[src/adpo_pkg.sv]
// Functional notes
// sample input on every encode rising edge
// one corrected 10-bit word per conversion
// output word updates on rising edge, latched
// output belongs to sample five edges earlier
// above span all ones, below all zeros
// range flag high only when outside span; code also sets it in the RECOVER_CYC window after re-entry
// valid codes resume shortly after re-entry
// encode rate kept at least 3 MSPS
// below 1.5 MSPS hold stops, track only
// five flush pulses after every clock restart
// encode pulse width within ten percent
// receiver counts edges to mark valid words
package adpo_pkg;
  localparam int DATA_W = 10;
  localparam int COARSE_W = 5;
  localparam int FINE_W = 6;
  // fine stage overlaps the coarse step by half a step each way
  localparam int FINE_OFFSET = 16;
  localparam int LATENCY = 5;
  localparam int FLUSH_EDGES = 5;
  localparam int CLK_NS = 100;
  localparam int MIN_RATE_KSPS = 3000;
  localparam int TRACK_RATE_KSPS = 1500;
  localparam int RECOVER_NS = 10;
  localparam int PW_TOL_PCT = 10;
  // longest encode period that still meets the minimum rate, rounded down
  localparam int MAX_PERIOD_CYC = 1000000 / (MIN_RATE_KSPS * CLK_NS);
  // gap after which the hold is dropped, rounded up
  localparam int SLOW_CYC = (1000000 + TRACK_RATE_KSPS * CLK_NS - 1) / (TRACK_RATE_KSPS * CLK_NS);
  localparam int RECOVER_CYC = (RECOVER_NS / CLK_NS) < 1 ? 1 : (RECOVER_NS / CLK_NS);
  localparam logic [DATA_W-1:0] CODE_MAX = 10'h3FF;
  localparam logic [DATA_W-1:0] CODE_MIN = 10'h000;
  localparam logic [DATA_W-1:0] CODE_RESET = 10'h000;

  typedef struct packed {
    logic outOfRange;
    logic [DATA_W-1:0] code;
  } adpo_word_t;

  // merge coarse and fine results, removing the overlap and clamping
  function automatic logic [DATA_W-1:0] adpoCorrect(input logic [COARSE_W-1:0] coarse,
                                                   input logic [FINE_W-1:0] fine);
    logic [DATA_W+1:0] sum;
    sum = {2'b00, coarse, 5'h00} + {6'h00, fine};
    if (sum < (DATA_W+2)'(FINE_OFFSET)) begin
      return CODE_MIN;
    end
    sum = sum - (DATA_W+2)'(FINE_OFFSET);
    if (sum > {2'b00, CODE_MAX}) begin
      return CODE_MAX;
    end
    return sum[DATA_W-1:0];
  endfunction : adpoCorrect
endpackage : adpo_pkg

[src/adpo_link_if.sv]
`timescale 1ns/1ps
`default_nettype none
interface adpo_link_if;
  import adpo_pkg::*;
  logic encode;
  logic [DATA_W-1:0] dataWord;
  logic outOfRange;
  modport converter (input encode, output dataWord, output outOfRange);
  modport capture (output encode, input dataWord, input outOfRange);
endinterface : adpo_link_if
`default_nettype wire

[src/adpo_capture.sv]
`timescale 1ns/1ps
`default_nettype none
module adpo_capture #(
  parameter int HALF_PERIOD = 1,
  parameter int FIFO_DEPTH = 2
) (
  input wire logic clk_sys,
  input wire logic rst,
  adpo_link_if.capture link,
  input wire logic run,
  output logic wordValid,
  input wire logic wordReady,
  output logic [adpo_pkg::DATA_W-1:0] wordCode,
  output logic wordOutOfRange,
  output logic flushing
);
  import adpo_pkg::*;

  // period bound
  if (HALF_PERIOD < 1 || 2 * HALF_PERIOD > MAX_PERIOD_CYC) begin : g_periodChk
    $error("adpo_capture: encode period too long for minimum rate");
  end

  typedef enum logic [2:0] {
    ST_IDLE = 3'b001,
    ST_HIGH = 3'b010,
    ST_LOW = 3'b100
  } adpo_state_t;

  ////////////////////////////////////////////////////////////////////////////
  adpo_state_t state_q, state_d;
  logic [7:0] phase_q, phase_d;
  logic [3:0] edges_q, edges_d;
  logic enc_q, enc_d;
  logic bufReady;
  logic push;
  logic canRise;
  adpo_word_t captured, popped;

  assign canRise = run && bufReady;
  assign captured = '{outOfRange: link.outOfRange, code: link.dataWord};

  always_comb begin
    state_d = state_q;
    phase_d = phase_q;
    edges_d = edges_q;
    enc_d = enc_q;
    push = 1'b0;
    unique case (state_q)
      ST_IDLE: begin
        if (canRise) begin
          state_d = ST_HIGH;
          enc_d = 1'b1;
          phase_d = 8'(HALF_PERIOD - 1);
          // flush restarts
          edges_d = 4'h1;
        end
      end
      ST_HIGH: begin
        if (phase_q == 8'h00) begin
          state_d = ST_LOW;
          enc_d = 1'b0;
          phase_d = 8'(HALF_PERIOD - 1);
        end else begin
          phase_d = phase_q - 8'h01;
        end
      end
      ST_LOW: begin
        if (phase_q != 8'h00) begin
          phase_d = phase_q - 8'h01;
        end else if (canRise) begin
          // equal halves
          state_d = ST_HIGH;
          enc_d = 1'b1;
          phase_d = 8'(HALF_PERIOD - 1);
          // count edges
          if (edges_q != 4'(FLUSH_EDGES + 1)) begin
            edges_d = edges_q + 4'h1;
          end
          // word of previous edge
          push = (edges_q > 4'(FLUSH_EDGES));
        end else begin
          // stalling stops the clock, so the next start flushes again
          state_d = ST_IDLE;
        end
      end
      default: begin
        state_d = ST_IDLE;
        enc_d = 1'b0;
      end
    endcase
  end

  always_ff @(posedge clk_sys or posedge rst) begin
    if (rst) begin
      state_q <= ST_IDLE;
      phase_q <= 8'h00;
      edges_q <= 4'h0;
      enc_q <= 1'b0;
    end else begin
      state_q <= state_d;
      phase_q <= phase_d;
      edges_q <= edges_d;
      enc_q <= enc_d;
    end
  end

  assign link.encode = enc_q;
  // invalid until flushed
  assign flushing = (state_q != ST_IDLE) && (edges_q <= 4'(FLUSH_EDGES));

  adpo_fifo #(
    .WIDTH(DATA_W + 1),
    .DEPTH(FIFO_DEPTH)
  ) u_fifo (
    .clk_sys(clk_sys),
    .rst(rst),
    .inValid(push),
    .inReady(bufReady),
    .inData(captured),
    .outValid(wordValid),
    .outReady(wordReady),
    .outData(popped)
  );

  assign wordCode = popped.code;
  assign wordOutOfRange = popped.outOfRange;
endmodule : adpo_capture
`default_nettype wire

[src/adpo_fifo.sv]
`timescale 1ns/1ps
`default_nettype none
module adpo_fifo #(
  parameter int WIDTH = 11,
  parameter int DEPTH = 2
) (
  input wire logic clk_sys,
  input wire logic rst,
  input wire logic inValid,
  output logic inReady,
  input wire logic [WIDTH-1:0] inData,
  output logic outValid,
  input wire logic outReady,
  output logic [WIDTH-1:0] outData
);
  localparam int PTR_W = $clog2(DEPTH);

  if (DEPTH < 2 || (DEPTH & (DEPTH - 1)) != 0 || WIDTH < 1) begin : g_depthChk
    $error("adpo_fifo: DEPTH must be a power of two >= 2");
  end

  logic [WIDTH-1:0] mem_q [DEPTH];
  logic [PTR_W-1:0] wrPtr_q, wrPtr_d, rdPtr_q, rdPtr_d;
  logic [PTR_W:0] count_q, count_d;
  logic push, pop;

  assign inReady = (count_q != (PTR_W+1)'(DEPTH));
  assign outValid = (count_q != '0);
  assign outData = mem_q[rdPtr_q];
  assign push = inValid && inReady;
  assign pop = outValid && outReady;

  always_comb begin
    wrPtr_d = push ? wrPtr_q + 1'b1 : wrPtr_q;
    rdPtr_d = pop ? rdPtr_q + 1'b1 : rdPtr_q;
    count_d = count_q + (PTR_W+1)'(push) - (PTR_W+1)'(pop);
  end

  always_ff @(posedge clk_sys or posedge rst) begin
    if (rst) begin
      wrPtr_q <= '0;
      rdPtr_q <= '0;
      count_q <= '0;
    end else begin
      wrPtr_q <= wrPtr_d;
      rdPtr_q <= rdPtr_d;
      count_q <= count_d;
    end
  end

  // storage carries no reset; only the occupancy count gates its use
  always_ff @(posedge clk_sys) begin
    if (push) begin
      mem_q[wrPtr_q] <= inData;
    end
  end
endmodule : adpo_fifo
`default_nettype wire

[src/flat_wrapper.sv]
// flat-port wrapper written by rule: the top's interface ports become plain ports
module adpo_capture_flat import adpo_pkg::*;
#(
  parameter int HALF_PERIOD = 1,
  parameter int FIFO_DEPTH = 2
)
  (clk_sys, rst, run, wordValid, wordReady, wordCode, wordOutOfRange, flushing, link_encode, link_dataWord, link_outOfRange);
  adpo_link_if link_i ();
  input wire logic clk_sys;
  input wire logic rst;
  input wire logic run;
  output logic wordValid;
  input wire logic wordReady;
  output logic [adpo_pkg::DATA_W-1:0] wordCode;
  output logic wordOutOfRange;
  output logic flushing;
  output wire logic [$bits(link_i.encode)-1:0] link_encode;
  input wire logic [$bits(link_i.dataWord)-1:0] link_dataWord;
  input wire logic [$bits(link_i.outOfRange)-1:0] link_outOfRange;
  assign link_encode = link_i.encode;
  assign link_i.dataWord = link_dataWord;
  assign link_i.outOfRange = link_outOfRange;
  adpo_capture #(.HALF_PERIOD(HALF_PERIOD), .FIFO_DEPTH(FIFO_DEPTH)) u_core (.clk_sys(clk_sys), .rst(rst), .link(link_i), .run(run), .wordValid(wordValid), .wordReady(wordReady), .wordCode(wordCode), .wordOutOfRange(wordOutOfRange), .flushing(flushing));
endmodule
[config.mk]
export PLATFORM = sky130hd
export DESIGN_NAME = adpo_capture_flat
export DESIGN_NICKNAME = d
export VERILOG_FILES = /design/src/adpo_pkg.sv /design/src/adpo_link_if.sv /design/src/adpo_capture.sv /design/src/adpo_fifo.sv /design/src/flat_wrapper.sv
export SDC_FILE = /design/constraint.sdc
export NUM_CORES = 1
export LEC_CHECK = 0
export ABC_CLOCK_PERIOD_IN_PS = 5800
export BUFFER_PORTS_ARGS = -buffer_cell sky130_fd_sc_hd__clkbuf_2
export CORE_UTILIZATION = 34
export DETAILED_ROUTE_END_ITERATION = 10
export PLACE_DENSITY = 0.55
export RECOVER_POWER = 50
export REMOVE_ABC_BUFFERS = 1
export SYNTH_ARGS = -nofsm -noshare
export SYNTH_HDL_FRONTEND = slang
export SYNTH_SLANG_ARGS = --single-unit
[constraint.sdc]
create_clock -name clk_sys -period 5.8 [get_ports clk_sys]
set_input_delay 0.29 -clock clk_sys [delete_from_list [all_inputs] [get_ports clk_sys]]
set_output_delay 0.29 -clock clk_sys [all_outputs]
set_load 0.05 [all_outputs]
# [Word level (Yosys, flattened, before mapping)]
# Memory sizes are Yosys's and may differ from the RTL's.
# Index checks and enable logic that the tools add are counted.
[word_totals] ff_bits=20 ramBits=22 in_bits=15 output_inout_bits=14 wordCells=62 n_memories=1
[classes] n_addsub=6 magnitude_cmp=2 eq_ne=11 n_mux=23 reduce_logical=12
[mem_list] name="u_core.u_fifo.mem_q" words=2 width=11 rd=1 rd_clocked_by_memory_dff=0 wr=1 line_no="adpo_fifo.sv:22" text="logic [WIDTH-1:0] mem_q [DEPTH];"
[op_table] cell="$mux W8" n=3
[op_table] cell="$pmux W8 S3" n=1
[op_table] cell="$mux W4" n=4
[op_table] cell="$mux W3" n=3
[op_table] cell="$pmux W3 S3" n=1
[op_table] cell="$logic_not A8 Y1" n=1
[op_table] cell="$mux W1" n=8
[op_table] cell="$ne A2 B1 Y1 const B" n=4
[op_table] cell="$pmux W4 S2" n=1
[op_table] cell="$reduce_bool A8 Y1" n=1
[op_table] cell="$sub A8 B1 Y8 const B" n=1
[op_table] cell="$reduce_and A5 Y1" n=1
[op_table] cell="$add A4 B1 Y4 const B" n=1
[op_table] cell="$gt A4 B3 Y1 const B" n=1
[op_table] cell="$le A4 B3 Y1 const B" n=1
[op_table] cell="$logic_and A1 B1 Y1" n=4
[op_table] cell="$ne A2 B2 Y1 const B" n=2
[op_table] cell="$ne A4 B3 Y1 const B" n=1
[op_table] cell="$reduce_bool A2 Y1" n=2
[op_table] cell="$eq A3 B1 Y1 const B" n=1
[op_table] cell="$eq A3 B2 Y1 const B" n=1
[op_table] cell="$eq A3 B3 Y1 const B" n=1
[op_table] cell="$ne A3 B1 Y1 const B" n=1
[op_table] cell="$pmux W1 S3" n=1
[op_table] cell="other kinds (7)" n=8

# [Longest topological paths before layout]
# Gate-level depths: netlist (run 1).
[depth] depth_word=8 mapped_depth=11 ltp_nobuf=10

# [By module]
# Synthesis (run 1) repeated with hierarchy kept, for this count alone.
[hier_totals] cells_unflattened=166 area_unflattened_um2=2052.0
[modules_own_cells] mod="adpo_capture" instances=1 cells_each=112 area_per_inst_um2=1049.8 seq_area_each_um2=401.6
[modules_own_cells] mod="adpo_fifo" instances=1 cells_each=54 area_per_inst_um2=1002.2 seq_area_each_um2=760.7

# [Least setup slack after synthesis (run 1)]
# No wires, ideal clock.
[synth_path] path_kind="reg-to-reg" startpoint="register u_core.phase_q[0]" endpoint="memory u_core.u_fifo.mem_q[1][0] (enable)" t_arrival_ns=2.224 t_required_ns=5.422 slack_ns=3.198 path_stages_with_launch=8 cell_sequence="dfrtp_1 > inv_1 > ha_1 > nor4b_4 > nand2_2 > or4_1 > buf_2 > nor2_1"
[synth_via] elab_chain_len=6
[synth_lines] item="from (decl)" line_no="adpo_capture.sv:32" text="logic [7:0] phase_q, phase_d;"
[synth_lines] item="from (signal assigned)" line_no="adpo_capture.sv:102" text="phase_q <= phase_d;"
[synth_lines] item="$reduce_bool A8 Y1" line_no="adpo_capture.sv:69" text="if (phase_q != 8'h00) begin"
[synth_lines] item="$mux W1" line_no="adpo_capture.sv:69"
[synth_lines] item="$mux W1" line_no="adpo_capture.sv:49" text="unique case (state_q)"
[synth_lines] item="$logic_and A1 B1 Y1" line_no="adpo_fifo.sv:30" text="assign push = inValid && inReady;"
[synth_lines] item="$mux W1" line_no="adpo_fifo.sv:53" text="if (push) begin"
[synth_lines] item="$mux W1 (not written as such)" line_no="adpo_fifo.sv:54" text="mem_q[wrPtr_q] <= inData;"
[synth_lines] item="to (decl)" line_no="adpo_fifo.sv:22"
# No other way between the ends.

# [Worst setup path in the final report (run 1)]
[layout_path] startpoint="register u_core.phase_q[0]" endpoint="memory u_core.u_fifo.mem_q[0][7] (enable)"
# Same word-level chain as after synthesis.

==> run summary, run 1 <==
Clock Latency Late Sink = 290 ps
CTS tree = done
Wire per inst = 14.04 um
Async S/R FF share, synth = 47.62%
Port buffer count = 28
Largest net degree at the start of global routing = 21
Hold Crit Class = input port to asynchronous set/reset pin
Vias per cell = 5.189
WS Path Type = flip-flop to flip-flop
Combinational share of power = 40.5%
Max-cap violation count = 0
Worst Skew = 3.497 ps
Outcome = completed
Placed insts = 256
Root Driver = clkbuf_8
Cell Int Power = 652.3 uW
Initial core utilization = 36.13%
Initial antenna violation count = 0
Final Cycle Share = 59.01%
DIE AREA = 6308 um^2
Die Wd = 79.43 um
Synthesized area = 2038 um^2
Setup TNS = 0 ps
Die Y = 79.43 um
Post-CTS Resized = 0
Antenna fix cells = 0
Floorplan row count = 27
Worst EP required = 5720 ps
Final wirelength = 3707 um
CTS buffer count = 5
# setup viols final = 0
Tot Pwr = 1109 uW
Worst Path Arrival = 3340 ps
Ys Warns = 0
Number of global-route vias before repair = 1,296
Seq pwr share = 38.9%
Distinct cells, synth = 48
Largest cells by area after synthesis = edfxtp_1, dfrtp_1, mux2_2
Max clock buf depth = 2
H-tree depth = 2
Synth top area share = 32.41%
Clk slew on worst S/H paths = 80 ps
Max-slew violation count = 0
Fmax = 292.2 MHz
WHS = 133.1 ps
Sw frac = 41.18%
Post-synth EDFFs = 22
Worst-path fanout max = 11
Global-route usage over all layers = 12.82%
Final #Nets = 213
DRC viols = 0
Largest area contributor in the netlist = edfxtp_1
CP Launch Type = flip-flop
Synthesis-to-layout area growth = 13.94%
Final count of hold timing violations = 0
First-pass GRT wire length = 6147 um
Gr ovfl total = 0
Syn Inst Count = 162
Crit end category = flip-flop
RD Place Congestion = 0.7673
Worst vdd ir = 0.1567 mV
DRT Pass-1 Iters = 4
Clock sinks = 42
Core area = 5642 um^2
Ports = 29
Fin util = 41.16%
Most common cell after layout, fill and taps aside = edfxtp_1
Minimum clock period = 3422 ps
Vias = 1,370
Unrepaired setup endpoints after global routing = no
ANT nets after route = 0
Clock network power share = 20.6%
HPWL reported at the end of detailed placement = 2685 um
Switching pwr = 456.8 uW
Filler instances = 535
Leakage = 0.0009169 uW
Slew headroom = 36.96%
Cts hold-fix bufs = 0
Most frequent cells in the layout = edfxtp_1, dfrtp_1, clkbuf_2
Ys flop type = edfxtp_1
Number of synthesized register bits = 42
Syn Area/Cell = 12.58 um^2
Share of layout cells above drive strength 1 = 20.31%
Initial drt markers = 53
Non-Filler Instances = 264
Setup bufs post-CTS = 0
Least-Margin Pin Slew = 942.2 ps
P per Cell Area = 477.6 nW/um^2
Register area share after synthesis = 57.03%
==> layer usage <==
layer | up-vias | part of all wire, % | global-route usage [%]
met2 | 36 | 44 | 19.74
met1 | 659 | 49 | 16.54
met5 | - | 0 | 0
met4 | 0 | 2.3 | 6.000
li1 | 665 | - | -
met3 | 10 | 4.5 | 3.657
==> per-stage QoR <==
stage / instance area (um^2) / worst slack, ps
after floorplan: 2012 / 3200
after global placement: 2242 / 2908
after detailed placement: 2242 / 2792
after CTS: 2352 / 2783
after global routing: 2322 / 2038
final: 2322 / 2378
==> Yosys cell counts, drive strengths merged (3+ instances only) <==
master and count:
edfxtp 22, dfrtp 19, mux2 12, inv 10, ha 7, nand2 7
nor2 7, a21oi 6, a31oi 5, o21ai 5, buf 4, nor3b 4
mux2i 3, nand2b 3, nand3 3, nand4b 3, or4 3, xnor2 3
xor2 3
==> registers in the layout (all words and copies together) (netlist names) <==
name,flops
u_core.link.encode,1
u_core.u_fifo.rdPtr_q,1
u_core.u_fifo.wrPtr_q,1
u_core.u_fifo.mem_q,22
u_core.phase_q,8
u_core.state_q,3
u_core.u_fifo.count_q,2
u_core.edges_q,4
==> power by group through the flow <==
stage	Clock [uW]	Combinational (uW)	Sequential [uW]
CTS	232	466	437
floorplan	0	371	434
detailed placement	0	463	443
global route	247	496	442
finish	228	449	432
global placement	0	459	437
==> worst max-delay path: stages, from the launching register on <==
cell and delay [ps]:
dfrtp_1 390, inv_1 90, ha_1 220, nor4b_1 730
nand2_2 190, or4_1 680, nor2_1 760
==> area by class of cell <==
type | count | area, um^2 | area share (%)
clock buffer | 6 | 72.57 | 3.125
clock inverter | 2 | 37.54 | 1.616
inverter | 10 | 37.54 | 1.616
multi-input combinational | 104 | 797.0 | 34.32
sequential | 42 | 1162 | 50.05
tap | 72 | 90.09 | 3.879
timing repair buffer | 28 | 125.1 | 5.388
==> cells by family (layout without fill, tap and decap cells) <==
family | after synthesis | count (layout) | share of synthesized area (%)
AND/OR/NAND/NOR | 46 | 46 | 14.80
XOR/XNOR | 6 | 6 | 2.947
AO/OA/AOI/OAI | 30 | 30 | 9.699
flip-flops | 42 | 42 | 57.03
buffers and inverters | 16 | 46 | 3.130
adder cells (fa/ha/maj) | 7 | 7 | 4.297
multiplexers | 15 | 15 | 8.103
==> final timing paths <==
| kind | depth (start not counted) | end | slack, ps | startpoint |
|---|---|---|---|---|
| min in group clk_sys | 1 | u_core.u_fifo.mem_q[0][3]$_DFFE_PP_ | 180 | link_dataWord[3] |
| setup reg to reg | 6 | u_core.u_fifo.mem_q[0][7]$_DFFE_PP_ | 2380 | u_core.phase_q[0]$_DFFE_PP0P_ |
| setup / recovery | 6 | u_core.u_fifo.mem_q[0][7]$_DFFE_PP_ | 2380 | u_core.phase_q[0]$_DFFE_PP0P_ |
| max in group asynchronous | 2 | u_core.phase_q[1]$_DFFE_PP0P_ | 5160 | rst |
| hold / removal | 2 | u_core.u_fifo.rdPtr_q$_DFFE_PP0P_ | 130 | rst |
| hold reg to reg | 1 | u_core.u_fifo.count_q[1]$_DFF_PP0_ | 510 | u_core.u_fifo.count_q[1]$_DFF_PP0_ |
Note: power is estimated with default switching activity, not from simulation.
==> run 2: changes to the inputs <==
--- a/config.mk
+++ b/config.mk
@@ -5,7 +5,7 @@
 export SDC_FILE = /design/constraint.sdc
 export NUM_CORES = 1
 export LEC_CHECK = 0
-export ABC_CLOCK_PERIOD_IN_PS = 5800
+export ABC_CLOCK_PERIOD_IN_PS = 3500
 export BUFFER_PORTS_ARGS = -buffer_cell sky130_fd_sc_hd__clkbuf_2
 export CORE_UTILIZATION = 34
 export DETAILED_ROUTE_END_ITERATION = 10
==> constraint.sdc (replaced) <==
create_clock -name clk_sys -period 3.5 [get_ports clk_sys]
set_input_delay 0.175 -clock clk_sys [delete_from_list [all_inputs] [get_ports clk_sys]]
set_output_delay 0.175 -clock clk_sys [all_outputs]
set_load 0.05 [all_outputs]
==> run 2 against run 1 <==
Register-to-register slack worse by 1700 ps. Sequential power up 67%. Flip-flop and latch count unchanged. Cell area is 1.2% higher. Die area is the same.
==> run summary, run 2 (same netlist as run 1, synthesis figures left out) <==
Outcome = completed
Hold Crit Class = input port to asynchronous set/reset pin
CTS buffer count = 5
Worst Path Arrival = 3050 ps
HPWL reported at the end of detailed placement = 2742 um
Final wirelength = 3725 um
Max reg flops = 22
Biggest register = u_core.u_fifo.mem_q
Number of global-route vias before repair = 1,399
Ports = 29
Crit-path leading delay family = simple AND/OR/NAND/NOR gates
WS Path Type = flip-flop to flip-flop
Final Cycle Share = 81.06%
RD Place Congestion = 0.8329
Slowest-stage cell, CP = or4_1
Tot Pwr = 1868 uW
Vias per cell = 5.282
Final count of hold timing violations = 0
Leakage = 0.0009356 uW
Clock sinks = 42
Crit end category = flip-flop
CP Launch Type = flip-flop
Sum of buffers and inverters on the critical path = 2
Least-Margin Pin Slew = 777.1 ps
Initial drt markers = 76
Worst-path fanout max = 6
Crit path cell chain = inv_1 -> ha_1 -> nor4b_4 -> nand2_2 -> or4_1 -> ha_1 -> inv_1 -> ha_1 -> xnor2_1 -> xnor2_1
Setup bufs post-CTS = 0
Worst Skew = 12.03 ps
CP most frequent cell = ha_1
Max clock buf depth = 2
Minimum clock period = 2837 ps
Slew headroom = 48.14%
Die Y = 79.43 um
Share of layout cells above drive strength 1 = 21.13%
Met3 WL post-DR = 227 um
Placed insts = 258
Initial antenna violation count = 0
Global-route usage over all layers = 13.37%
Die Wd = 79.43 um
CP peak stage delay = 670 ps
Met1 WL = 1621 um
Routed wl met2 = 1768 um
Filler instances = 542
Top flop regs = u_core.u_fifo.mem_q x22, u_core.phase_q x8, u_core.edges_q x4
P per Cell Area = 794.7 nW/um^2
Non-Filler Instances = 266
Floorplan row count = 27
ANT nets after route = 0
CTS tree = done
Unrepaired setup endpoints after global routing = no
DRT Pass-1 Iters = 6
Final #Nets = 215
Cts hold-fix bufs = 0
DIE AREA = 6308 um^2
Fmax = 352.5 MHz
Largest net degree at the start of global routing = 21
Worst vdd ir = 0.3858 mV
DRC viols = 0
Core area = 5642 um^2
Synthesis-to-layout area growth = 15.35%
Initial core utilization = 36.13%
Root Driver = clkbuf_8
Max-slew violation count = 0
Vias = 1,405
Most frequent cells in the layout = edfxtp_1, dfrtp_1, clkbuf_2
Placed inst area = 2257 um^2
Wire per inst = 14.00 um
Most common cell after layout, fill and taps aside = edfxtp_1
Post-CTS Resized = 0
Clk slew on worst S/H paths = 90 ps
Design area = 2351 um^2
Max-cap violation count = 0
Clock Latency Late Sink = 290 ps
Port buffer count = 28
Top Layer Used = met4
# setup viols final = 0
H-tree depth = 2
Worst EP required = 3710 ps
Antenna fix cells = 0
Fin util = 41.67%
Setup TNS = 0 ps
First-pass GRT wire length = 6306 um
Gr ovfl total = 0
==> run 2: worst register-to-register path, delay by kind of cell (launching register included) <==
family | cells | cell delay [ps]
simple gates | 3 | 1150
fa+ha+maj | 3 | 760
flops | 1 | 410
xor+xnor | 2 | 310
buf+inv | 2 | 140
==> run 2: cell type report <==
cell class	count	area [um^2]	share of cell area [%]
repair buffers	30	138.9	5.907
clock buffers	6	72.57	3.087
clock inverters	2	37.54	1.597
multi-input cells	104	812.0	34.54
flip-flops and latches	42	1162	49.44
inverters	10	37.54	1.597
well taps	72	90.09	3.832
==> run 2: metrics by stage <==
stage          hold slack, ps  setup slack [ps]
2_1_floorplan           138.1             899.8
3_3_place_gp            338.1             808.2
3_5_place_dp            359.0             687.2
4_1_cts                 32.31             670.5
5_1_grt                 54.84             494.8
6_report                2.001             662.9
==> run 2: power by group <==
| part | switching (uW) | total, uW | internal, uW |
|---|---|---|---|
| clock network | 163 | 376 | 213 |
| registers | 126 | 723 | 596 |
| logic | 483 | 770 | 287 |
==> run 2: worst paths after layout <==
kind	startpoint	endpoint	depth (start not counted)	slack (ps)
setup reg to reg	u_core.phase_q[1]$_DFFE_PP0P_	u_core.u_fifo.count_q[1]$_DFF_PP0_	10	660
max in group asynchronous	rst	u_core.phase_q[2]$_DFFE_PP0P_	2	3000
hold / removal	rst	u_core.u_fifo.count_q[0]$_DFF_PP0_	2	2
hold reg to reg	u_core.u_fifo.count_q[1]$_DFF_PP0_	u_core.u_fifo.count_q[1]$_DFF_PP0_	1	510
setup / recovery	u_core.phase_q[1]$_DFFE_PP0P_	u_core.u_fifo.count_q[1]$_DFF_PP0_	10	660
min in group clk_sys	link_dataWord[5]	u_core.u_fifo.mem_q[1][5]$_DFFE_PP_	1	70
==> run 2: per-layer routing <==
| metal | vias to the layer above | global-route usage, % |
|---|---|---|
| met1 | 675 | 15.48 |
| met5 | - | 0 |
| met2 | 48 | 21.71 |
| met4 | 0 | 7.455 |
| li1 | 670 | - |
| met3 | 12 | 4.343 |
==> run 3: changes to the inputs <==
--- a/config.mk
+++ b/config.mk
@@ -5,7 +5,7 @@
 export SDC_FILE = /design/constraint.sdc
 export NUM_CORES = 1
 export LEC_CHECK = 0
-export ABC_CLOCK_PERIOD_IN_PS = 3500
+export ABC_CLOCK_PERIOD_IN_PS = 2960
 export BUFFER_PORTS_ARGS = -buffer_cell sky130_fd_sc_hd__clkbuf_2
 export CORE_UTILIZATION = 34
 export DETAILED_ROUTE_END_ITERATION = 10
==> constraint.sdc (replaced) <==
create_clock -name clk_sys -period 2.96 [get_ports clk_sys]
set_input_delay 0.148 -clock clk_sys [delete_from_list [all_inputs] [get_ports clk_sys]]
set_output_delay 0.148 -clock clk_sys [all_outputs]
set_load 0.05 [all_outputs]
==> run 3 against run 2 <==
Wire length increased by 1.2%. Register-to-register slack got worse by 470 ps. Total power increased by 19%. First-iteration DRC count increased by 11%. Worst hold slack improved by 49 ps. Utilization increased by 0.35 points. Highest routed layer unchanged. Flip-flop and latch count unchanged. Non-clock buffer count increased by 2. Critical path type unchanged.
==> run summary, run 3 (same netlist as run 1, synthesis figures left out) <==
Outcome = completed
Worst-path fanout max = 6
Max clock buf depth = 2
CP peak stage delay = 600 ps
Worst vdd ir = 0.3912 mV
WS Path Type = flip-flop to flip-flop
Share of layout cells above drive strength 1 = 21.43%
Top flop regs = u_core.u_fifo.mem_q x22, u_core.phase_q x8, u_core.edges_q x4
Root Driver = clkbuf_8
Crit path cell chain = inv_1 -> ha_1 -> nor4b_4 -> nand2_2 -> or4_4 -> ha_1 -> inv_1 -> ha_1 -> xnor2_1 -> xnor2_1
Floorplan row count = 27
Worst Path Arrival = 2980 ps
Max-cap violation count = 0
Unrepaired setup endpoints after global routing = no
Tot Pwr = 2229 uW
# setup viols final = 0
CP Launch Type = flip-flop
Final wirelength = 3770 um
Initial antenna violation count = 0
ANT nets after route = 0
Vias per cell = 5.172
DIE AREA = 6308 um^2
Die Y = 79.43 um
WHS = 51.04 ps
Setup ws final = 195.3 ps
CP most frequent cell = ha_1
P per Cell Area = 940.2 nW/um^2
Worst R2R Setup Slack = 200 ps
Worst Skew = 6.602 ps
Most common cell after layout, fill and taps aside = edfxtp_1
Setup bufs post-CTS = 0
Clock sinks = 42
Leakage = 0.0009430 uW
Crit end category = flip-flop
Initial core utilization = 36.13%
Port buffer count = 28
CTS buffer count = 5
Clk slew on worst S/H paths = 80 ps
Clock Latency Late Sink = 290 ps
Most frequent cells in the layout = edfxtp_1, dfrtp_1, clkbuf_1
Final Cycle Share = 93.40%
Largest net degree at the start of global routing = 21
Slew headroom = 48.40%
HPWL reported at the end of detailed placement = 2714 um
Vias = 1,386
Hold Crit Class = input port to flip-flop
CTS tree = done
Max reg flops = 22
Die Wd = 79.43 um
Ports = 29
Final #Nets = 217
Placed inst area = 2265 um^2
Core area = 5642 um^2
Initial drt markers = 84
DRC viols = 0
Final count of hold timing violations = 0
R2r worst-path depth = 10
Setup TNS = 0 ps
Hold Crit Depth = 1
Number of global-route vias before repair = 1,321
Least-Margin Pin Slew = 773.2 ps
DRT Pass-1 Iters = 4
H-tree depth = 2
Biggest register = u_core.u_fifo.mem_q
First-pass GRT wire length = 6389 um
Minimum clock period = 2765 ps
Wire per inst = 14.07 um
Gr ovfl total = 0
Max-slew violation count = 0
Worst EP required = 3170 ps
Global-route usage over all layers = 13.30%
Slowest-stage cell, CP = or4_4
Synthesis-to-layout area growth = 16.33%
Pre-CTS WS = 142.0 ps
Design area = 2371 um^2
RD Place Congestion = 0.7923
Antenna fix cells = 0
Fmax = 361.7 MHz
## run 3: cell types whose count changed in the layout (fill, tap and decap cells not counted), sizes merged
cell,change
clkbuf,+1
dlygate4sd3,+1
## run 3: final cells by class
| cell class | instances | area [um^2] |
|---|---|---|
| inverters | 10 | 37.54 |
| flip-flops and latches | 42 | 1162 |
| clock inverters | 2 | 37.54 |
| well taps | 72 | 90.09 |
| clock buffers | 6 | 72.57 |
| multi-input cells | 104 | 815.8 |
| fillers | 527 | 3271 |
| repair buffers | 32 | 155.1 |
## run 3: what timing repair did
| action | 4_1_cts | 5_1_grt |
|---|---|---|
| hold endpoints to repair | 2 | 0 |
| resized for setup | 0 | 1 |
| hold buffers | 1 | 0 |
| endpoints found under the setup margin | 0 | 1 |
## run 3: report_power, final
group	internal, uW	leakage [uW]	switching [uW]
Combinational	352	0.000437	577
Sequential	705	0.000454	155
Clock	252	0.0000514	188
## run 3: worst max-delay path, delay by kind of cell (launching register included)
kind	cells	cell delay, ps
simple gates	3	1100
fa+ha+maj	3	730
flops	1	400
xor+xnor	2	310
buf+inv	2	150
## run 3: final timing paths
kind / endpoint / start
max in group asynchronous: u_core.phase_q[3]$_DFFE_PP0P_ / rst
min: u_core.u_fifo.mem_q[1][7]$_DFFE_PP_ / link_dataWord[7]
max reg2reg: u_core.u_fifo.count_q[1]$_DFF_PP0_ / u_core.phase_q[0]$_DFFE_PP0P_
max: u_core.u_fifo.count_q[1]$_DFF_PP0_ / u_core.phase_q[0]$_DFFE_PP0P_
min in group asynchronous: u_core.u_fifo.count_q[1]$_DFF_PP0_ / rst
min reg2reg: u_core.u_fifo.count_q[1]$_DFF_PP0_ / u_core.u_fifo.count_q[1]$_DFF_PP0_
## run 3: layer usage
layer / vias up / part of all wire (%) / GRT usage [%]
li1: 671 / - / -
met1: 672 / 48 / 17.30
met2: 41 / 47 / 21.20
met3: 2 / 4.7 / 3.771
met4: 0 / 0.45 / 4.364
met5: - / 0 / 0
## run 3: per-stage QoR
stage / std cells / utilization [%]
floorplan: 156 / -
global placement: 259 / 40.14
detailed placement: 259 / 40.14
CTS: 268 / 42.27
finish: 268 / 42.03
global route: 268 / 42.03
